File: config.mk
export PLATFORM = sky130hd
export DESIGN_NAME = ast_core
export DESIGN_NICKNAME = d
export VERILOG_FILES = /design/src/logic/ast_pkg.sv /design/src/logic/ast_fifo_if.sv /design/src/logic/ast_fifo.sv /design/src/logic/ast_core.sv
export VERILOG_INCLUDE_DIRS = /design/src /design/src/logic
export SDC_FILE = /design/constraint.sdc
export NUM_CORES = 1
export LEC_CHECK = 0
export BUFFER_PORTS_ARGS = -buffer_cell sky130_fd_sc_hd__buf_2
export CORE_ASPECT_RATIO = 1.25
export CORE_UTILIZATION = 35
export DETAILED_ROUTE_END_ITERATION = 12
export GPL_TIMING_DRIVEN = 0
export PLACE_DENSITY = 0.57
export SETUP_SLACK_MARGIN = 0.1
export SKIP_LAST_GASP = 1
export SLEW_MARGIN = 40
export SYNTH_ARGS = -nofsm -noshare
export SYNTH_HDL_FRONTEND = slang
export SYNTH_SLANG_ARGS = --single-unit
File: constraint.sdc
create_clock -name core_clk_in -period 9.4 [get_ports core_clk_in]
set_input_delay 1.88 -clock core_clk_in [delete_from_list [all_inputs] [get_ports core_clk_in]]
set_output_delay 1.88 -clock core_clk_in [all_outputs]
set_load 0.01 [all_outputs]
File: src/logic/ast_params.svh
// Purpose: Register offsets, field positions, reset values and counts
// Assumes: 16-bit registers on one 32-bit Wishbone word each
// Notes: Functional notes list the behaviour the core keeps
//
// Functional notes
// - Format field picks 8N, 8E, 8O or 9N
// - Stop select gives one or two stops
// - Reset format is 8N with one stop
// - Enabled transmitter loads written word at once
// - Transmit queue four deep, full at bit 9
// - Write to full transmit queue is dropped
// - Reset empties both queues
// - Transmit event per load or on emptying
// - Break bit forces line low, no event
// - Receive event select: every, three, four
// - Reading receive port pops and updates errors
// - Receive queue four deep, empty read harmless
// - Overrun when full, halts until cleared
// - Any low stop bit flags framing error
// - Parity error flagged in parity modes only
// - Receiver idle low during a frame
// - Break loads zero word, waits line high
// - Address detect in 9N: only address words raise receive event
// - Loopback feeds transmitter into receiver
// - Bit rate is clock over 16 times divider+1
// - Disable empties queues, clears flags, break and transmit enable, keeps other config
// - Idle enabled line stays high
`ifndef AST_PARAMS_SVH
`define AST_PARAMS_SVH
`define AST_OFF_MODE 8'h00
`define AST_OFF_STAT 8'h04
`define AST_OFF_TX 8'h08
`define AST_OFF_RX 8'h0C
`define AST_OFF_DIV 8'h10
`define AST_MODE_EN 15
`define AST_MODE_LOOP 6
`define AST_MODE_FMT 1
`define AST_MODE_STOP 0
`define AST_ST_TXISEL 15
`define AST_ST_BRK 11
`define AST_ST_TXEN 10
`define AST_ST_RXISEL 6
`define AST_ST_ADDRESS_DETECT_ENABLE 5
`define AST_ST_OVERRUN_FLAG 1
`define AST_MODE_RST 16'h0000
`define AST_STAT_RST 16'h0000
`define AST_DIV_RST 16'h0000
`define AST_OVS_LAST 4'hF
`define AST_OVS_MID 4'h7
`define AST_FIFO_DEPTH 4
`endif

File: src/logic/ast_pkg.sv
// Purpose: Types shared by the serial transceiver modules
// Assumes: Nothing beyond the parameter header
// Notes: Receive states follow a Gray path
package ast_pkg;
   typedef enum logic [1:0] {
      AST_FMT_8N = 2'b00,
      AST_FMT_8E = 2'b01,
      AST_FMT_8O = 2'b10,
      AST_FMT_9N = 2'b11
   } ast_fmt_t;
   typedef enum logic {
      AST_TX_IDLE = 1'b0,
      AST_TX_SHIFT = 1'b1
   } ast_tx_state_t;
   typedef enum logic [2:0] {
      AST_RX_IDLE = 3'b000,
      AST_RX_START = 3'b001,
      AST_RX_DATA = 3'b011,
      AST_RX_PUSH = 3'b010,
      AST_RX_HOLD = 3'b110,
      AST_RX_BREAK = 3'b111
   } ast_rx_state_t;
endpackage

File: src/logic/ast_fifo_if.sv
// Purpose: Signals between the core and one of its queues
// Assumes: Count width fits the queue depth
// Notes: Push into a full queue is ignored by the queue
`timescale 1ns/10ps
interface ast_fifo_if #(parameter int W = 9, parameter int CW = 3);
   logic push;
   logic pop;
   logic flush;
   logic [W-1:0] wdata;
   logic [W-1:0] rdata;
   logic [CW-1:0] count;
   logic full;
   logic empty;
   modport src (output push, pop, flush, wdata, input rdata, count, full, empty);
   modport fifo (input push, pop, flush, wdata, output rdata, count, full, empty);
endinterface

File: src/logic/ast_fifo.sv
// Purpose: Small first-in first-out queue for the transceiver
// Assumes: DEPTH below 2**CW
// Notes: Full push leaves stored entries untouched
`timescale 1ns/10ps
module ast_fifo #(
   parameter int W = 9,
   parameter int DEPTH = 4,
   parameter int CW = 3
) (
   input wire logic core_clk_in,
   input wire logic rstn_in,
   ast_fifo_if.fifo f_if
);
   localparam int PW = $clog2(DEPTH);
   localparam logic [PW-1:0] PLAST = PW'(DEPTH - 1);
   localparam logic [CW-1:0] CFULL = CW'(DEPTH);
   logic [W-1:0] mem [DEPTH];
   logic [PW-1:0] wr_ptr_reg;
   logic [PW-1:0] rd_ptr_reg;
   logic [CW-1:0] count_reg;
   wire do_push = f_if.push & (count_reg != CFULL);
   wire do_pop = f_if.pop & (count_reg != '0);
   assign f_if.full = (count_reg == CFULL);
   assign f_if.empty = (count_reg == '0);
   assign f_if.count = count_reg;
   assign f_if.rdata = mem[rd_ptr_reg];
   always_ff @(posedge core_clk_in) begin
      if (do_push & ~f_if.flush) begin
         mem[wr_ptr_reg] <= f_if.wdata;
      end
   end
   always_ff @(posedge core_clk_in or negedge rstn_in) begin
      if (!rstn_in) begin
         wr_ptr_reg <= '0;
         rd_ptr_reg <= '0;
         count_reg <= '0;
      end else if (f_if.flush) begin
         wr_ptr_reg <= '0;
         rd_ptr_reg <= '0;
         count_reg <= '0;
      end else begin
         if (do_push) wr_ptr_reg <= (wr_ptr_reg == PLAST) ? '0 : wr_ptr_reg + 1'b1;
         if (do_pop) rd_ptr_reg <= (rd_ptr_reg == PLAST) ? '0 : rd_ptr_reg + 1'b1;
         count_reg <= count_reg + CW'(do_push) - CW'(do_pop);
      end
   end
   chk_full_drop: assert property (@(posedge core_clk_in) disable iff (!rstn_in)
      f_if.full && f_if.push && !f_if.pop && !f_if.flush |=> f_if.full && $stable(wr_ptr_reg))
      else $error("push into full queue changed it");
endmodule

File: src/logic/ast_core.sv
// Purpose: Asynchronous serial transceiver with Wishbone register access
// Assumes: Wishbone classic slave, 100 MHz core clock
// Notes: Transmit and receive event outputs are one-cycle pulses
//
// The placing of the registers and the Wishbone register port were left to the implementer.
`timescale 1ns/10ps
`include "ast_params.svh"
module ast_core import ast_pkg::*; #(
   parameter int DEPTH = `AST_FIFO_DEPTH
) (
   input wire logic core_clk_in,
   input wire logic rstn_in,
   input wire logic wb_cyc_in,
   input wire logic wb_stb_in,
   input wire logic wb_we_in,
   input wire logic [7:0] wb_adr_in,
   input wire logic [3:0] wb_sel_in,
   input wire logic [31:0] wb_dat_in,
   output logic [31:0] wb_dat_out,
   output logic wb_ack_out,
   input wire logic serial_in_pin_in,
   output logic serial_out_pin_out,
   output logic transmit_irq_flag_out,
   output logic receive_irq_flag_out
);
   // ------------------------------------------------------------
   // Configuration and status registers
   // ------------------------------------------------------------
   logic module_enable_reg;
   logic loopback_enable_reg;
   ast_fmt_t frame_format_select_reg;
   logic stop_count_select_reg;
   logic transmit_irq_select_reg;
   logic break_send_control_reg;
   logic transmit_enable_reg;
   logic [1:0] receive_irq_select_reg;
   logic address_detect_enable_reg;
   logic overrun_flag_reg;
   logic [15:0] bit_rate_divider_reg;
   logic ack_reg;
   logic [31:0] rdata_reg;
   logic [8:0] rx_last_reg;
   logic [15:0] div_cnt_reg;
   logic serial_out_reg;
   logic tx_irq_reg;
   logic rx_irq_reg;
   ast_fifo_if #(.W(9), .CW(3)) txf();
   ast_fifo_if #(.W(11), .CW(3)) rxf();
   localparam logic [2:0] CNT_FULL = 3'(DEPTH);
   localparam logic [2:0] CNT_THREE = 3'(DEPTH - 1);

   // ------------------------------------------------------------
   // Bus decode
   // ------------------------------------------------------------
   wire acc = wb_cyc_in & wb_stb_in & ~ack_reg;
   wire wr = acc & wb_we_in;
   wire rd = acc & ~wb_we_in;
   wire sel_mode = (wb_adr_in == `AST_OFF_MODE);
   wire sel_stat = (wb_adr_in == `AST_OFF_STAT);
   wire sel_tx = (wb_adr_in == `AST_OFF_TX);
   wire sel_rx = (wb_adr_in == `AST_OFF_RX);
   wire sel_div = (wb_adr_in == `AST_OFF_DIV);
   wire [15:0] wmask = {{8{wb_sel_in[1]}}, {8{wb_sel_in[0]}}};
   wire [15:0] wd = wb_dat_in[15:0];
   wire en = module_enable_reg;
   wire nine = (frame_format_select_reg == AST_FMT_9N);
   wire par = (frame_format_select_reg == AST_FMT_8E) | (frame_format_select_reg == AST_FMT_8O);
   wire odd = (frame_format_select_reg == AST_FMT_8O);
   // Frame length counting start, data, parity and stop bits
   wire [3:0] frame_len = 4'd1 + ((nine | par) ? 4'd9 : 4'd8) + (stop_count_select_reg ? 4'd2 : 4'd1);
   wire [15:0] mode_v = {en, 8'h00, loopback_enable_reg, 3'b000,
      frame_format_select_reg, stop_count_select_reg};
   wire tx_full = txf.full;
   wire rx_da = ~rxf.empty;
   wire [10:0] rx_head = rxf.rdata;
   wire framing_error_flag_v = rx_da & rx_head[10];
   wire parity_error_flag_v = rx_da & rx_head[9];
   logic receiver_idle_flag;
   logic transmitter_empty_flag;
   wire [15:0] stat_v = {transmit_irq_select_reg, 3'b000, break_send_control_reg,
      transmit_enable_reg, tx_full, transmitter_empty_flag, receive_irq_select_reg,
      address_detect_enable_reg, receiver_idle_flag, parity_error_flag_v, framing_error_flag_v, overrun_flag_reg, rx_da};
   wire [15:0] mode_w = (mode_v & ~wmask) | (wd & wmask);
   wire [15:0] stat_w = (stat_v & ~wmask) | (wd & wmask);
   wire [15:0] div_w = (bit_rate_divider_reg & ~wmask) | (wd & wmask);
   wire rx_rd_pop = rd & sel_rx & rx_da;
   wire [8:0] rx_word = rx_da ? rx_head[8:0] : rx_last_reg;
   wire [15:0] rd_mux = sel_mode ? mode_v :
                        sel_stat ? stat_v :
                        sel_rx ? {7'h00, rx_word} :
                        sel_div ? bit_rate_divider_reg : 16'h0000;
   wire mode_wr = wr & sel_mode;
   wire stat_wr = wr & sel_stat;

   // ------------------------------------------------------------
   // Baud tick, sixteen per bit
   // ------------------------------------------------------------
   wire ovs_tick = en & (div_cnt_reg == bit_rate_divider_reg);
   always_ff @(posedge core_clk_in or negedge rstn_in) begin
      if (!rstn_in) begin
         div_cnt_reg <= 16'h0000;
      end else if (!en | ovs_tick) begin
         div_cnt_reg <= 16'h0000;
      end else begin
         div_cnt_reg <= div_cnt_reg + 16'h0001;
      end
   end

   // ------------------------------------------------------------
   // Register writes
   // ------------------------------------------------------------
   logic rx_ovf_set;
   always_ff @(posedge core_clk_in or negedge rstn_in) begin
      if (!rstn_in) begin
         module_enable_reg <= 1'b0;
         loopback_enable_reg <= 1'b0;
         frame_format_select_reg <= AST_FMT_8N;
         stop_count_select_reg <= 1'b0;
         transmit_irq_select_reg <= 1'b0;
         break_send_control_reg <= 1'b0;
         transmit_enable_reg <= 1'b0;
         receive_irq_select_reg <= 2'b00;
         address_detect_enable_reg <= 1'b0;
         overrun_flag_reg <= 1'b0;
         bit_rate_divider_reg <= `AST_DIV_RST;
      end else begin
         if (mode_wr) begin
            module_enable_reg <= mode_w[`AST_MODE_EN];
            loopback_enable_reg <= mode_w[`AST_MODE_LOOP];
            frame_format_select_reg <= ast_fmt_t'(mode_w[`AST_MODE_FMT +: 2]);
            stop_count_select_reg <= mode_w[`AST_MODE_STOP];
         end
         if (stat_wr) begin
            transmit_irq_select_reg <= stat_w[`AST_ST_TXISEL];
            receive_irq_select_reg <= stat_w[`AST_ST_RXISEL +: 2];
            address_detect_enable_reg <= stat_w[`AST_ST_ADDRESS_DETECT_ENABLE];
         end
         if (wr & sel_div) bit_rate_divider_reg <= div_w;
         if (!en) begin
            break_send_control_reg <= 1'b0;
            transmit_enable_reg <= 1'b0;
            overrun_flag_reg <= 1'b0;
         end else begin
            if (stat_wr) begin
               break_send_control_reg <= stat_w[`AST_ST_BRK];
               transmit_enable_reg <= stat_w[`AST_ST_TXEN];
            end
            // Overrun set beats a software clear in the same cycle
            if (rx_ovf_set) overrun_flag_reg <= 1'b1;
            else if (stat_wr & ~stat_w[`AST_ST_OVERRUN_FLAG]) overrun_flag_reg <= 1'b0;
         end
      end
   end

   // ------------------------------------------------------------
   // Bus answer, one wait-free cycle after the strobe
   // ------------------------------------------------------------
   always_ff @(posedge core_clk_in or negedge rstn_in) begin
      if (!rstn_in) begin
         ack_reg <= 1'b0;
         rdata_reg <= 32'h0000_0000;
         rx_last_reg <= 9'h000;
      end else begin
         ack_reg <= acc;
         if (rd) rdata_reg <= {16'h0000, rd_mux};
         if (rx_rd_pop) rx_last_reg <= rx_head[8:0];
      end
   end

   // ------------------------------------------------------------
   // Transmitter
   // ------------------------------------------------------------
   ast_tx_state_t tx_state_reg;
   logic [12:0] tx_frame_reg;
   logic [3:0] tx_left_reg;
   logic [3:0] tx_sub_reg;
   wire [8:0] tx_d = txf.rdata;
   wire tx_parity = (^tx_d[7:0]) ^ odd;
   wire [12:0] tx_frame_new = nine ? {3'b111, tx_d, 1'b0} :
      {3'b111, (par ? tx_parity : 1'b1), tx_d[7:0], 1'b0};
   wire tx_start = (tx_state_reg == AST_TX_IDLE) & en & transmit_enable_reg &
      ~txf.empty & ~break_send_control_reg;
   wire tx_bit_tick = ovs_tick & (tx_sub_reg == `AST_OVS_LAST);
   assign transmitter_empty_flag = txf.empty & (tx_state_reg == AST_TX_IDLE);
   assign txf.push = wr & sel_tx & wb_sel_in[0] & en;
   assign txf.wdata = wb_dat_in[8:0];
   assign txf.pop = tx_start;
   assign txf.flush = ~en;
   always_ff @(posedge core_clk_in or negedge rstn_in) begin
      if (!rstn_in) begin
         tx_state_reg <= AST_TX_IDLE;
         tx_frame_reg <= 13'h1FFF;
         tx_left_reg <= 4'h0;
         tx_sub_reg <= 4'h0;
      end else begin
         case (tx_state_reg)
            AST_TX_IDLE: begin
               tx_sub_reg <= 4'h0;
               if (tx_start) begin
                  tx_frame_reg <= tx_frame_new;
                  tx_left_reg <= frame_len;
                  tx_state_reg <= AST_TX_SHIFT;
               end
            end
            AST_TX_SHIFT: begin
               if (ovs_tick) tx_sub_reg <= tx_sub_reg + 4'h1;
               if (tx_bit_tick) begin
                  tx_frame_reg <= {1'b1, tx_frame_reg[12:1]};
                  tx_left_reg <= tx_left_reg - 4'h1;
                  if (tx_left_reg == 4'h1) tx_state_reg <= AST_TX_IDLE;
               end
               if (!en) tx_state_reg <= AST_TX_IDLE;
            end
            default: tx_state_reg <= AST_TX_IDLE;
         endcase
      end
   end
   always_ff @(posedge core_clk_in or negedge rstn_in) begin
      if (!rstn_in) begin
         serial_out_reg <= 1'b1;
         tx_irq_reg <= 1'b0;
      end else begin
         serial_out_reg <= ~en | (~break_send_control_reg &
            ((tx_state_reg == AST_TX_IDLE) | tx_frame_reg[0]));
         // A push in the load cycle keeps the queue non-empty, so no event then
         tx_irq_reg <= tx_start & (~transmit_irq_select_reg |
            ((txf.count == 3'h1) & ~txf.push));
      end
   end

   // ------------------------------------------------------------
   // Receiver
   // ------------------------------------------------------------
   logic rx_s1_reg;
   logic rx_s2_reg;
   ast_rx_state_t rx_state_reg;
   logic [3:0] rx_sub_reg;
   logic [3:0] rx_left_reg;
   logic [10:0] rx_sh_reg;
   logic rx_framing_error_flag_reg;
   wire rx_line = loopback_enable_reg ? serial_out_reg : rx_s2_reg;
   wire [3:0] rx_n = frame_len - 4'd1;
   wire [10:0] rx_al = rx_sh_reg >> (4'd11 - rx_n);
   wire [8:0] rx_data = nine ? rx_al[8:0] : {1'b0, rx_al[7:0]};
   wire rx_parity_error_flag = par & ((^rx_al[7:0]) ^ rx_al[8] ^ odd);
   wire rx_samp = ovs_tick & (rx_sub_reg == `AST_OVS_LAST);
   wire rx_in_push = (rx_state_reg == AST_RX_PUSH) & ~rxf.full;
   wire rx_in_hold = (rx_state_reg == AST_RX_HOLD) & ~overrun_flag_reg & ~rxf.full;
   wire rx_push = rx_in_push | rx_in_hold;
   wire addr_mode = address_detect_enable_reg & nine;
   wire [2:0] rx_cnt_after = rxf.count + 3'h1 - {2'b00, rx_rd_pop};
   assign rx_ovf_set = (rx_state_reg == AST_RX_PUSH) & rxf.full;
   assign receiver_idle_flag = ~((rx_state_reg == AST_RX_START) | (rx_state_reg == AST_RX_DATA));
   assign rxf.push = rx_push & en;
   assign rxf.wdata = {rx_framing_error_flag_reg, rx_parity_error_flag, rx_data};
   assign rxf.pop = rx_rd_pop;
   assign rxf.flush = ~en;
   always_ff @(posedge core_clk_in or negedge rstn_in) begin
      if (!rstn_in) begin
         rx_s1_reg <= 1'b1;
         rx_s2_reg <= 1'b1;
      end else begin
         rx_s1_reg <= serial_in_pin_in;
         rx_s2_reg <= rx_s1_reg;
      end
   end
   always_ff @(posedge core_clk_in or negedge rstn_in) begin
      if (!rstn_in) begin
         rx_state_reg <= AST_RX_IDLE;
         rx_sub_reg <= 4'h0;
         rx_left_reg <= 4'h0;
         rx_sh_reg <= 11'h000;
         rx_framing_error_flag_reg <= 1'b0;
      end else if (!en) begin
         rx_state_reg <= AST_RX_IDLE;
         rx_sub_reg <= 4'h0;
      end else begin
         if (ovs_tick) rx_sub_reg <= rx_sub_reg + 4'h1;
         case (rx_state_reg)
            AST_RX_IDLE: begin
               rx_sub_reg <= 4'h0;
               rx_framing_error_flag_reg <= 1'b0;
               if (ovs_tick & ~rx_line) rx_state_reg <= AST_RX_START;
            end
            AST_RX_START: begin
               // Recheck at mid start bit to reject glitches
               if (ovs_tick & (rx_sub_reg == `AST_OVS_MID)) begin
                  rx_sub_reg <= 4'h0;
                  rx_left_reg <= rx_n;
                  rx_state_reg <= rx_line ? AST_RX_IDLE : AST_RX_DATA;
               end
            end
            AST_RX_DATA: begin
               if (rx_samp) begin
                  rx_sh_reg <= {rx_line, rx_sh_reg[10:1]};
                  rx_left_reg <= rx_left_reg - 4'h1;
                  if ((rx_left_reg <= (stop_count_select_reg ? 4'd2 : 4'd1)) & ~rx_line) begin
                     rx_framing_error_flag_reg <= 1'b1;
                  end
                  if (rx_left_reg == 4'h1) rx_state_reg <= AST_RX_PUSH;
               end
            end
            AST_RX_PUSH: begin
               if (rxf.full) rx_state_reg <= AST_RX_HOLD;
               else if (rx_framing_error_flag_reg & (rx_data == 9'h000)) rx_state_reg <= AST_RX_BREAK;
               else rx_state_reg <= AST_RX_IDLE;
            end
            AST_RX_HOLD: begin
               if (rx_in_hold) rx_state_reg <= AST_RX_IDLE;
            end
            AST_RX_BREAK: begin
               if (ovs_tick & rx_line) rx_state_reg <= AST_RX_IDLE;
            end
            default: rx_state_reg <= AST_RX_IDLE;
         endcase
      end
   end
   always_ff @(posedge core_clk_in or negedge rstn_in) begin
      if (!rstn_in) begin
         rx_irq_reg <= 1'b0;
      end else begin
         rx_irq_reg <= rxf.push & (addr_mode ? rx_data[8] :
            (~receive_irq_select_reg[1] |
            (receive_irq_select_reg[0] ? (rx_cnt_after == CNT_FULL) :
            (rx_cnt_after == CNT_THREE))));
      end
   end

   // ------------------------------------------------------------
   // Outputs
   // ------------------------------------------------------------
   assign wb_ack_out = ack_reg;
   assign wb_dat_out = rdata_reg;
   assign serial_out_pin_out = serial_out_reg;
   assign transmit_irq_flag_out = tx_irq_reg;
   assign receive_irq_flag_out = rx_irq_reg;

   // ------------------------------------------------------------
   // Queues and checks
   // ------------------------------------------------------------
   ast_fifo #(.W(9), .DEPTH(DEPTH), .CW(3)) u_txf (
      .core_clk_in(core_clk_in),
      .rstn_in(rstn_in),
      .f_if(txf)
   );
   ast_fifo #(.W(11), .DEPTH(DEPTH), .CW(3)) u_rxf (
      .core_clk_in(core_clk_in),
      .rstn_in(rstn_in),
      .f_if(rxf)
   );
   chk_break_low: assert property (@(posedge core_clk_in) disable iff (!rstn_in)
      en && break_send_control_reg |=> !serial_out_pin_out && !transmit_irq_flag_out)
      else $error("break did not force line low");
   chk_idle_high: assert property (@(posedge core_clk_in) disable iff (!rstn_in)
      en && !break_send_control_reg && tx_state_reg == AST_TX_IDLE |=> serial_out_pin_out)
      else $error("idle line not high");
   chk_tx_irq_mode: assert property (@(posedge core_clk_in) disable iff (!rstn_in)
      tx_start && transmit_irq_select_reg && txf.count > 3'h1 |=> !transmit_irq_flag_out)
      else $error("transmit event with queue not empty");
   chk_rx_irq_three: assert property (@(posedge core_clk_in) disable iff (!rstn_in)
      rxf.push && !addr_mode && receive_irq_select_reg == 2'b10 && rx_cnt_after == 3'h3
      |=> receive_irq_flag_out)
      else $error("missing receive event at three words");
   chk_overrun_set: assert property (@(posedge core_clk_in) disable iff (!rstn_in)
      en && rx_state_reg == AST_RX_PUSH && rxf.full |=> overrun_flag_reg && !rxf.push)
      else $error("overrun not flagged");
   chk_disable_flush: assert property (@(posedge core_clk_in) disable iff (!rstn_in)
      !en |=> rxf.empty && txf.empty && receiver_idle_flag && !transmit_enable_reg)
      else $error("disable did not reset queues");
   chk_frame_busy: assert property (@(posedge core_clk_in) disable iff (!rstn_in)
      rx_state_reg == AST_RX_DATA |-> !receiver_idle_flag)
      else $error("receiver idle during frame");
   chk_empty_read: assert property (@(posedge core_clk_in) disable iff (!rstn_in)
      rd && sel_rx && rxf.empty && !rxf.push |=> rxf.empty && rdata_reg[8:0] == $past(rx_last_reg))
      else $error("empty read disturbed queue");
   chk_tx_empty: assert property (@(posedge core_clk_in) disable iff (!rstn_in)
      tx_state_reg == AST_TX_SHIFT |-> !transmitter_empty_flag)
      else $error("transmitter empty while shifting");
endmodule

==> results of run 1 <==
## where the power goes
group | total, mW | switching, mW | internal, mW
registers | 1.11 | 0.0668 | 1.04
clock network | 1.01 | 0.379 | 0.630
logic | 0.528 | 0.314 | 0.214
## per-stage QoR
step                      std cells  setup WS [ns]  utilization (%)
after floorplan                 873          5.045                -
after global placement         1313          4.269            38.67
after detailed placement       1315          4.300            38.90
after CTS                      1359          4.823            41.87
after global routing           1359          4.530            41.89
final                          1359          4.768            41.89
## cell type report
cell class / count / area, sq um / area share (%)
clock inverter: 12 / 192.7 / 1.600
clock buffer: 32 / 660.6 / 5.486
inverter: 42 / 157.7 / 1.309
buffer: 51 / 255.2 / 2.119
timing repair buffer: 52 / 307.8 / 2.556
multi-input combinational: 569 / 4284 / 35.57
sequential: 211 / 5697 / 47.30
tap: 390 / 488.0 / 4.052
## worst max path at each step
stage                      start                        endpoint  slack, ns  cells after the start
global placement    wb_adr_in[0]  receive_irq_flag_out$_DFF_PN0_       4.27                     13
global route        wb_adr_in[0]  receive_irq_flag_out$_DFF_PN0_       4.53                     13
CTS                 wb_adr_in[0]  receive_irq_flag_out$_DFF_PN0_       4.82                     13
floorplan           wb_adr_in[0]   u_rxf.f_if.count[1]$_DFF_PN0_       5.04                     10
detailed placement  wb_adr_in[0]  receive_irq_flag_out$_DFF_PN0_       4.30                     13
finish              wb_adr_in[0]  receive_irq_flag_out$_DFF_PN0_       4.77                     13
## logic make-up (layout without fill, tap and decap cells)
family / count (synthesis) / after routing / share of synthesized area, %
AOI/OAI and AO/OA: 117 / 117 / 7.467
buffers and inverters: 93 / 189 / 4.000
and+or+nand+nor: 252 / 252 / 11.99
muxes: 96 / 96 / 12.40
DFF: 211 / 211 / 55.19
adders and majority gates: 36 / 36 / 4.509
xor gates and xnor gates: 52 / 52 / 4.412
other: 1 / 16 / 0.03633
## layout by cell type (no fill, tap or decap), types with 21 or more instances in the layout
cell type  netlist  final
nor2_1          53     53
edfxtp_1        80     80
xnor2_1         43     43
mux4_2          21     21
and2_1          23     23
clkbuf_16        0     24
inv_1           42     42
buf_2            3     52
clkbuf_1        28     33
nand2_1         78     78
dfrtp_1        118    118
mux2_2          45     45
mux2i_1         30     30
ha_1            34     34
o21ai_0         42     42
nand3_1         29     29
## metal layers
metal | GRT usage (%) | part of all wire, % | vias up
met2 | 28.35 | 50 | 126
met3 | 2.280 | 3.6 | 37
li1 | - | - | 3246
met4 | 3.922 | 2.1 | 2
met1 | 21.88 | 44 | 3393
met5 | 0 | 0.046 | -
==> key figures, run 1 <==
Status
  • Outcome: finished clean

Yosys
  • Register bit total from synthesis: 211
  • Synth warnings: 0
  • Most used DFF post-synth: dfrtp_1
  • Synth Instances: between 800 and 900
  • Most common cell in the netlist: dfrtp_1
  • Yosys top cell area share: 28.61%
  • Synth top cells by count: dfrtp_1 (118), edfxtp_1 (80), nand2_1 (78), nor2_1 (53), mux2_2 (45)
  • Synthesized area per cell: 12.03 sq um
  • Largest area contributor in the netlist: dfrtp_1
  • Post-synth EDFFs: 80
  • Post-synth cell types: 62
  • Sequential area share after synthesis: 55.19%
  • Cell Area, Synth: 10320 sq um
  • Area contributors post-synth: dfrtp_1 (29%), edfxtp_1 (23%), mux2_2 (4.9%)
  • Asr flop ratio synth: 62.09%

Worst setup path
  • Worst Path Arrival: ~5 ns
  • Crit path cell chain: buf_2 > or4_1 > nor3_1 > nand4_1 > buf_1 > ha_1 > ha_1 > xor2_1 > nor3_1 > a31oi_1 > nand3_1 > nand2_1 > a31oi_1
  • Worst setup SP type: input pin
  • R2R Path End: u_rxf.mem[0][9]$_DFFE_PP_
  • Worst Path Required: 9.79 ns
  • Depth of the worst register-to-register path: 14
  • Critical path's slowest cell: or4_1
  • Worst setup path category: input pin to flip-flop
  • Crit-path max FO: 10
  • Critical path endpoint category: flip-flop
  • Crit path max-delay family: simple AND/OR/NAND/NOR gates
  • Worst Path Buf+Inv: 2
  • Crit path largest cell delay: 0.67 ns
  • FF-to-FF setup slack: 5.43 ns

Timing
  • Tightest hold margin: 0.3595 ns
  • Setup-failing EPs final: 0
  • RSZ-0062 raised after global routing: false
  • Peak Freq: 0.2159 GHz
  • Slew Limit Headroom: 46.04%
  • Tcrit/Tclk final: 49.28%
  • Worst-Margin Slew: 0.8033 ns
  • Layout Skew: 0.01627 ns
  • Endpoints failing hold: 0
  • Final setup TNS: 0 ns
  • Tmin final: between 4 and 5 ns
  • Count of final max-slew check failures: 0

Clocking
  • Post-CTS setup buffers: 0
  • Post-CTS Hold Fix Bufs: 0
  • Clock buffer depth: 3
  • Total CTS buffers: 24
  • Clock slew at reported path FFs: around 0.060 ns
  • Htree depth: 1
  • Root Buffer Master: clkbuf_16
  • Clock net sink count: roughly 210
  • Worst-Skew Late Latency: 0.52 ns
  • # resized after CTS: 0
  • CTS tree: done

Floorplanning
  • Die Wd: 155.6 um
  • I/O pins: 86
  • Die Height: 194.0 um
  • Initial Util: 35.91%
  • Die ar.: 30190 sq um
  • Row count: 69
  • Core outline area: 28750 sq um

Drt
  • Detail Route Antenna Nets: 0
  • Routed length per instance: roughly 18 um
  • DRC viols: 0
  • DRT iter0 DRCs: between 300 and 400
  • Vias per cell: 5.007
  • Via count: between 6000 and 7000
  • Detailed Routing Iterations Pass 1: 5
  • Final WL: 24.14 mm

Global route
  • Grt ovf: 0
  • Number of global-route vias before repair: 6948
  • GRT Overall Usage: 16.50%
  • Largest net degree at the start of global routing: 69
  • First-pass GRT wire length: 38.99 mm
  • Initial antenna violation count: 1

Power
  • VDD IR max: 0.1072 mV
  • LEAKAGE: 5.063 nW
  • Pwr Total: 2.645 mW
  • PD cells: 219.6 nW/um^2

Cells and area
  • Fillers: 2732
  • Ant. Diodes: 0
  • Synth-to-Final Area Change: 16.67%
  • Layout Nets: 1037
  • Share of cells above drive strength 1: 20.12%
  • Design Area, Final: 12040 sq um

Hold path
  • Hold path startpoint: rx_s1_reg$_DFF_PN1_
  • Worst Hold Depth: 0
  • Worst Hold Class: flip-flop to flip-flop
  • Endpoint, Worst Hold: rx_s2_reg$_DFF_PN1_

Placement
  • Buffers on Ports: 50
  • Post-DP HPWL: 17.59 mm
  • Area after DPL: 11180 sq um
  • Gpl congestion: roughly 0.8

Flow run
  • Max_cap viols: 0
(Power assumes the default switching activity.)
==> run 2, diff against run 1 <==
--- a/config.mk
+++ b/config.mk
@@ -11,7 +11,7 @@
 export CORE_UTILIZATION = 35
 export DETAILED_ROUTE_END_ITERATION = 12
 export GPL_TIMING_DRIVEN = 0
-export PLACE_DENSITY = 0.57
+export PLACE_DENSITY = 0.59
 export SETUP_SLACK_MARGIN = 0.1
 export SKIP_LAST_GASP = 1
 export SLEW_MARGIN = 40
==> constraint.sdc (replaced) <==
create_clock -name core_clk_in -period 4.1 [get_ports core_clk_in]
set_input_delay 0.82 -clock core_clk_in [delete_from_list [all_inputs] [get_ports core_clk_in]]
set_output_delay 0.82 -clock core_clk_in [all_outputs]
set_load 0.01 [all_outputs]
==> run 2 against run 1 <==
  * Sequential power rose by 130%
  * Count of clock-buffer cells in the layout did not move
  * Via count fell by 0.49%
  * Sequential share of layout area fell by 0.098 points
  * Global-route usage fell by 0.46 points
  * Combinational power rose by 130%
  * Utilization rose by 0.087 points
  * Clock skew rose by 0.0027 ns
  * Setup slack got worse by 4.3 ns
  * Highest routed layer unchanged
==> key figures, run 2 (synthesis gave the netlist of run 1 again) <==
Floorplanning
  • I/O pins: 86 (unchanged)
  • Die Height: 194.0 um (unchanged)
  • Die Wd: 155.6 um (unchanged)
  • Initial Util: 35.91% (unchanged)
  • Die ar.: 30190 sq um (unchanged)
  • Core outline area: 28750 sq um (unchanged)
  • Row count: 69 (unchanged)

Flow run
  • Max_cap viols: 0 (unchanged)

Drt
  • Routed length per instance: 17.50 um (was 17.76 um)
  • Vias per cell: 4.986 (was 5.007)
  • Final WL: 23.76 mm (was 24.14 mm)
  • Detail Route Antenna Nets: 0 (unchanged)
  • Detailed Routing Iterations Pass 1: 5 (unchanged)
  • DRC viols: 0 (unchanged)
  • Via count: 6771 (was 6804)
  • DRT iter0 DRCs: 367 (was 384)

Clocking
  • Clock slew at reported path FFs: 0.06 ns (about the same)
  • Clock net sink count: 211 (unchanged)
  • CTS tree: done (unchanged)
  • Total CTS buffers: 24 (unchanged)
  • Worst-Skew Late Latency: 0.52 ns (about the same)
  • Htree depth: 1 (unchanged)
  • Root Buffer Master: clkbuf_16 (unchanged)
  • Post-CTS setup buffers: 0 (unchanged)
  • Post-CTS Hold Fix Bufs: 0 (unchanged)
  • Clock buffer depth: 3 (unchanged)

Worst setup path
  • Crit-path most repeated cell: xnor2_1
  • FF-to-FF setup slack: 0.45 ns (was 5.43 ns)
  • Worst Path Arrival: 3.89 ns (was 5.02 ns)
  • Crit path cell chain: inv_1 > ha_1 > ha_1 > nor2_1 > nand2_1 > clkbuf_2 > mux2i_2 > ha_1 > xnor2_1 > xnor2_1 > xnor2_1 > xnor2_1 > and2_1 (was buf_2 > or4_1 > nor3_1 > nand4_1 > buf_1 > ha_1 > ha_1 > xor2_1 > nor3_1 > a31oi_1 > nand3_1 > nand2_1 > a31oi_1)
  • Critical Path End: u_rxf.mem[1][9]$_DFFE_PP_ (was receive_irq_flag_out$_DFF_PN0_)
  • Depth of the worst register-to-register path: 13 (was 14)
  • Worst Path Buf+Inv: 2 (unchanged)
  • Worst setup path category: flip-flop to flip-flop (was input pin to flip-flop)
  • Worst setup SP type: flip-flop (was input pin)
  • Crit-path max FO: 10 (unchanged)
  • Critical path's slowest cell: ha_1 (was or4_1)
  • Crit path max-delay family: adder cells (was simple AND/OR/NAND/NOR gates)
  • R2R Path End: u_rxf.mem[1][9]$_DFFE_PP_ (was u_rxf.mem[0][9]$_DFFE_PP_)
  • Crit path largest cell delay: 0.51 ns (was 0.67 ns)
  • Critical path endpoint category: flip-flop (unchanged)
  • Critical path depth: 13 (unchanged)
  • Worst Path Required: 4.34 ns (was 9.79 ns)

Timing
  • Final setup TNS: 0 ns (unchanged)
  • Tmin final: 3.647 ns
  • Worst-Margin Slew: 0.7827 ns (was 0.8033 ns)
  • Slew Limit Headroom: 47.43% (was 46.04%)
  • Tcrit/Tclk final: 88.95%
  • Layout Skew: 0.01898 ns (was 0.01627 ns)
  • Setup-failing EPs final: 0 (unchanged)
  • RSZ-0062 raised after global routing: false (unchanged)
  • Tightest hold margin: 0.1528 ns (was 0.3595 ns)
  • Count of final max-slew check failures: 0 (unchanged)
  • Endpoints failing hold: 0 (unchanged)
  • Peak Freq: around 0.27 GHz

Cells and area
  • Design Area, Final: 12070 sq um (was 12040 sq um)
  • Synth-to-Final Area Change: 16.91% (was 16.67%)
  • Ant. Diodes: 0 (unchanged)
  • Most frequent cells in the layout: dfrtp_1 (118), edfxtp_1 (80), nand2_1 (78) (unchanged)
  • Fillers: 2727 (was 2732)
  • Share of cells above drive strength 1: 20.56% (was 20.12%)
  • Layout Nets: 1036 (was 1037)
  • Commonest non-fill, non-tap cell in the layout: dfrtp_1 (unchanged)

Status
  • Outcome: finished clean (unchanged)

Placement
  • Gpl congestion: 0.8606 (was 0.8182)
  • Area after DPL: 11190 sq um (was 11180 sq um)
  • Post-DP HPWL: 17.41 mm (was 17.59 mm)
  • Buffers on Ports: 50 (unchanged)

Hold path
  • Worst Hold Class: input pin to asynchronous set/reset pin (was flip-flop to flip-flop)

Global route
  • Number of global-route vias before repair: 6947 (was 6948)
  • First-pass GRT wire length: 37.85 mm (was 38.99 mm)
  • GRT Overall Usage: 16.04% (was 16.50%)
  • Grt ovf: 0 (unchanged)
  • Initial antenna violation count: 1 (unchanged)
  • Largest net degree at the start of global routing: 57 (was 69)

Power
  • VDD IR max: 0.2599 mV (was 0.1072 mV)
  • PD cells: 503.7 nW/um^2 (was 219.6 nW/um^2)
  • LEAKAGE: 5.071 nW (was 5.063 nW)
==> run 2: power by group <==
group	switching, mW	internal (mW)
combinational	0.705	0.492
clock	0.856	1.48
sequential	0.155	2.39
total	1.72	4.36
==> run 2: how the worst min path moves through the flow <==
stage / endpoint / cells after the start
floorplan: rx_s2_reg$_DFF_PN1_ / 0
global placement: rx_s2_reg$_DFF_PN1_ / 0
detailed placement: rx_s2_reg$_DFF_PN1_ / 0
CTS: u_rxf.wr_ptr_reg[1]$_DFFE_PN0P_ / 1
global route: u_rxf.wr_ptr_reg[1]$_DFFE_PN0P_ / 1
finish: u_rxf.wr_ptr_reg[1]$_DFFE_PN0P_ / 1
==> run 2: area by class of cell <==
class	instances	area, sq um	area share, %
Tap cell	390	488.0	4.044
Clock inverter	12	185.2	1.534
Inverter	42	157.7	1.306
Buffer	50	254.0	2.105
Timing Repair Buffer	52	315.3	2.613
Sequential cell	211	5697	47.21
Clock buffer	32	683.2	5.661
Multi-Input combinational cell	569	4288	35.53
==> run 2: metrics by stage <==
stage,power (mW),worst slack (ns),instances,util [%]
2_1_floorplan,3.429,0.8046,873,-
3_3_place_gp,3.754,0.05805,1313,38.67
3_5_place_dp,3.781,0.06994,1315,38.93
4_1_cts,6.143,0.1215,1359,41.96
5_1_grt,6.382,0.1854,1358,41.98
6_report,6.078,0.4531,1358,41.98
==> run 2: metal layers <==
layer / routed length [um] / vias to the layer above / GRT usage (%) / part of all wire [%]
li1: - / 3235 / - / -
met1: 10340 / 3378 / 20.66 / 43
met2: 12070 / 128 / 28.30 / 51
met3: 1011 / 28 / 2.302 / 4.3
met4: 333 / 2 / 3.595 / 1.4
met5: 13 / - / 0 / 0.055
==> run 2: timing repair <==
item / in CTS / in global routing
hold endpoints to repair: 0 / 0
gates resized for setup: 1 / 3
setup endpoints to repair: 4 / 6
==> run 3, diff against run 2 <==
--- a/config.mk
+++ b/config.mk
@@ -8,6 +8,7 @@
 export LEC_CHECK = 0
 export BUFFER_PORTS_ARGS = -buffer_cell sky130_fd_sc_hd__buf_2
 export CORE_ASPECT_RATIO = 1.25
+export CORE_MARGIN = 3
 export CORE_UTILIZATION = 35
 export DETAILED_ROUTE_END_ITERATION = 12
 export GPL_TIMING_DRIVEN = 0
==> run 3 against run 2 <==
  * Final cell count unchanged
  * Combinational power about the same
  * Worst hold slack improved by 0.0094 ns
  * Clock skew decreased by 0.00065 ns
  * Largest cell class unchanged
  * Highest routed layer unchanged
==> key figures, run 3 (synthesis gave the netlist of run 1 again) <==
Worst setup path
  • Worst setup SP type: flip-flop (unchanged)
  • Crit-path most repeated cell: xnor2_1 (unchanged)
  • Critical path endpoint category: flip-flop (unchanged)
  • Worst Path Arrival: 3.86 ns (was 3.89 ns)
  • Worst Path Required: 4.35 ns (was 4.34 ns)
  • Crit-path max FO: 10 (unchanged)
  • Crit path cell chain: inv_1 > ha_1 > ha_1 > nor2_1 > nand2_1 > clkbuf_2 > mux2i_1 > ha_1 > xnor2_1 > xnor2_1 > xnor2_1 > xnor2_1 > and2_1 (was inv_1 > ha_1 > ha_1 > nor2_1 > nand2_1 > clkbuf_2 > mux2i_2 > ha_1 > xnor2_1 > xnor2_1 > xnor2_1 > xnor2_1 > and2_1)
  • Worst setup path category: flip-flop to flip-flop (unchanged)
  • Critical path's slowest cell: ha_1 (unchanged)
  • Crit path largest cell delay: 0.50 ns (was 0.51 ns)

Floorplanning
  • Core outline area: 28750 sq um (unchanged)
  • Initial Util: 35.91% (unchanged)
  • Die Height: 198.0 um (was 194.0 um)
  • Die Wd: 159.6 um (was 155.6 um)
  • I/O pins: 86 (unchanged)
  • Row count: 69 (unchanged)
  • Die ar.: 31600 sq um (was 30190 sq um)

Global route
  • Initial antenna violation count: 1 (unchanged)
  • Largest net degree at the start of global routing: 56 (was 57)
  • Grt ovf: 0 (unchanged)
  • First-pass GRT wire length: 38.80 mm (was 37.85 mm)
  • GRT Overall Usage: 15.26% (was 16.04%)
  • Number of global-route vias before repair: 7060 (was 6947)

Cells and area
  • Post-layout util: 41.77% (was 41.98%)
  • Synth-to-Final Area Change: 16.33% (was 16.91%)
  • Layout Nets: 1036 (unchanged)
  • Share of cells above drive strength 1: 20.45% (was 20.56%)
  • Ant. Diodes: 0 (unchanged)
  • Most frequent cells in the layout: dfrtp_1 (118), edfxtp_1 (80), nand2_1 (78) (unchanged)
  • Commonest non-fill, non-tap cell in the layout: dfrtp_1 (unchanged)

Power
  • Comb power frac: 20.3% (was 19.7%)
  • Sw Share: 29.07% (was 28.23%)
  • LEAKAGE: 5.052 nW (was 5.071 nW)
  • VDD IR max: 0.2506 mV (was 0.2599 mV)
  • PD cells: 495.8 nW/um^2 (was 503.7 nW/um^2)
  • Clock Power Share: 36.9% (was 38.5%)
  • Switch Pwr: 1.731 mW (was 1.716 mW)
  • Seq pwr share: 42.7% (was 41.8%)
  • Internal Power: 4.223 mW (was 4.362 mW)

Status
  • Outcome: finished clean (unchanged)

Timing
  • Endpoints failing hold: 0 (unchanged)
  • Setup-failing EPs final: 0 (unchanged)
  • Tcrit/Tclk final: 88.09% (was 88.95%)
  • Peak Freq: 0.2769 GHz (was 0.2742 GHz)
  • Final setup TNS: 0 ns (unchanged)
  • Count of final max-slew check failures: 0 (unchanged)
  • Worst-Margin Slew: 0.7726 ns (was 0.7827 ns)
  • RSZ-0062 raised after global routing: false (unchanged)
  • Layout Skew: 0.01833 ns (was 0.01898 ns)
  • Slew Limit Headroom: 48.10% (was 47.43%)
  • Tmin final: 3.612 ns (was 3.647 ns)

Drt
  • Final WL: 24.02 mm (was 23.76 mm)
  • DRC viols: 0 (unchanged)
  • Vias per cell: 4.993 (was 4.986)
  • Detailed Routing Iterations Pass 1: 5 (unchanged)
  • Detail Route Antenna Nets: 0 (unchanged)
  • Routed length per instance: 17.69 um (was 17.50 um)
  • DRT iter0 DRCs: 425 (was 367)
  • Via count: 6781 (was 6771)

Clocking
  • Clock slew at reported path FFs: 0.06 ns (about the same)
  • Htree depth: 1 (unchanged)
  • Clock buffer depth: 3 (unchanged)
  • Post-CTS Hold Fix Bufs: 0 (unchanged)
  • Total CTS buffers: 24 (unchanged)
  • CTS tree: done (unchanged)
  • Root Buffer Master: clkbuf_16 (unchanged)
  • Clock net sink count: 211 (unchanged)
  • Post-CTS setup buffers: 0 (unchanged)
  • Worst-Skew Late Latency: 0.52 ns (about the same)

Placement
  • Post-DP HPWL: 17.53 mm (was 17.41 mm)
  • Gpl congestion: 0.8936 (was 0.8606)
  • Buffers on Ports: 50 (unchanged)

Flow run
  • Max_cap viols: 0 (unchanged)

Hold path
  • Worst Hold Class: input pin to asynchronous set/reset pin (unchanged)
## run 3: cell count changes in the layout (fill, tap and decap cells not counted), sizes merged
cell    change
clkbuf      +2
bufinv      -2
## run 3: per-layer routing
metal / vias up / global-route usage, % / wire length, um
li1: 3245 / - / -
met1: 3372 / 19.82 / 10190
met2: 135 / 27.38 / 12370
met3: 27 / 2.072 / 1060
met4: 2 / 3.211 / 376
met5: - / 0 / 14
## run 3: critical path: cells and delay by family, from the launching register on
family                   cells  cell delay, ns
adder cells (fa/ha/maj)      3            1.06
XOR/XNOR                     4            0.56
AND/OR/NAND/NOR              3            0.53
flip-flops                   1            0.42
buffers and inverters        2            0.40
multiplexers                 1            0.37
## run 3: power groups by stage
stage	combinational (mW)	clock, mW	sequential [mW]
after floorplan	0.893	0	2.54
after CTS	1.22	2.25	2.54
after global routing	1.36	2.33	2.57
after global placement	1.18	0	2.57
after detailed placement	1.21	0	2.58
final	1.21	2.20	2.54
## run 3: area by class of cell
type | instances | area, sq um
clock buffer | 34 | 678.2
sequential | 211 | 5697
clock inverter | 10 | 138.9
fill | 2736 | 16740
tap | 390 | 488.0
buffer | 50 | 254.0
inverter | 42 | 157.7
timing repair buffer | 52 | 315.3
multi-input combinational | 569 | 4279
## run 3: final timing paths
path	from	end	slack (ns)	cells past startpoint
max	flip-flop	u_rxf.mem[1][9]$_DFFE_PP_	0.49	13
min	rstn_in	u_rxf.wr_ptr_reg[0]$_DFFE_PN0P_	0.16	1
max reg2reg	flip-flop	u_rxf.mem[1][9]$_DFFE_PP_	0.49	13
min in group core_clk_in	rx_s1_reg$_DFF_PN1_	rx_s2_reg$_DFF_PN1_	0.36	0
min reg2reg	rx_s1_reg$_DFF_PN1_	rx_s2_reg$_DFF_PN1_	0.36	0
max in group asynchronous	rstn_in	div_cnt_reg[0]$_DFF_PN0_	3.12	3
## run 3: through the flow
stage / area (sq um) / cells / hold WS [ns] / setup WS, ns / power (mW)
2_1_floorplan: 10380 / 873 / 0.3452 / 0.8046 / 3.429
3_3_place_gp: 11120 / 1313 / 0.3469 / 0.04598 / 3.755
3_5_place_dp: 11190 / 1315 / 0.3507 / 0.07412 / 3.793
4_1_cts: 12010 / 1359 / 0.1616 / 0.1114 / 6.008
5_1_grt: 12010 / 1358 / 0.1717 / 0.2142 / 6.263
6_report: 12010 / 1358 / 0.1622 / 0.4882 / 5.953
## run 3: repair_timing
item,CTS,global route
cloned,0,0
endpoints found under the setup margin,4,6
pin swaps,0,0
gates resized for setup,1,1
endpoints found under the hold margin,0,0
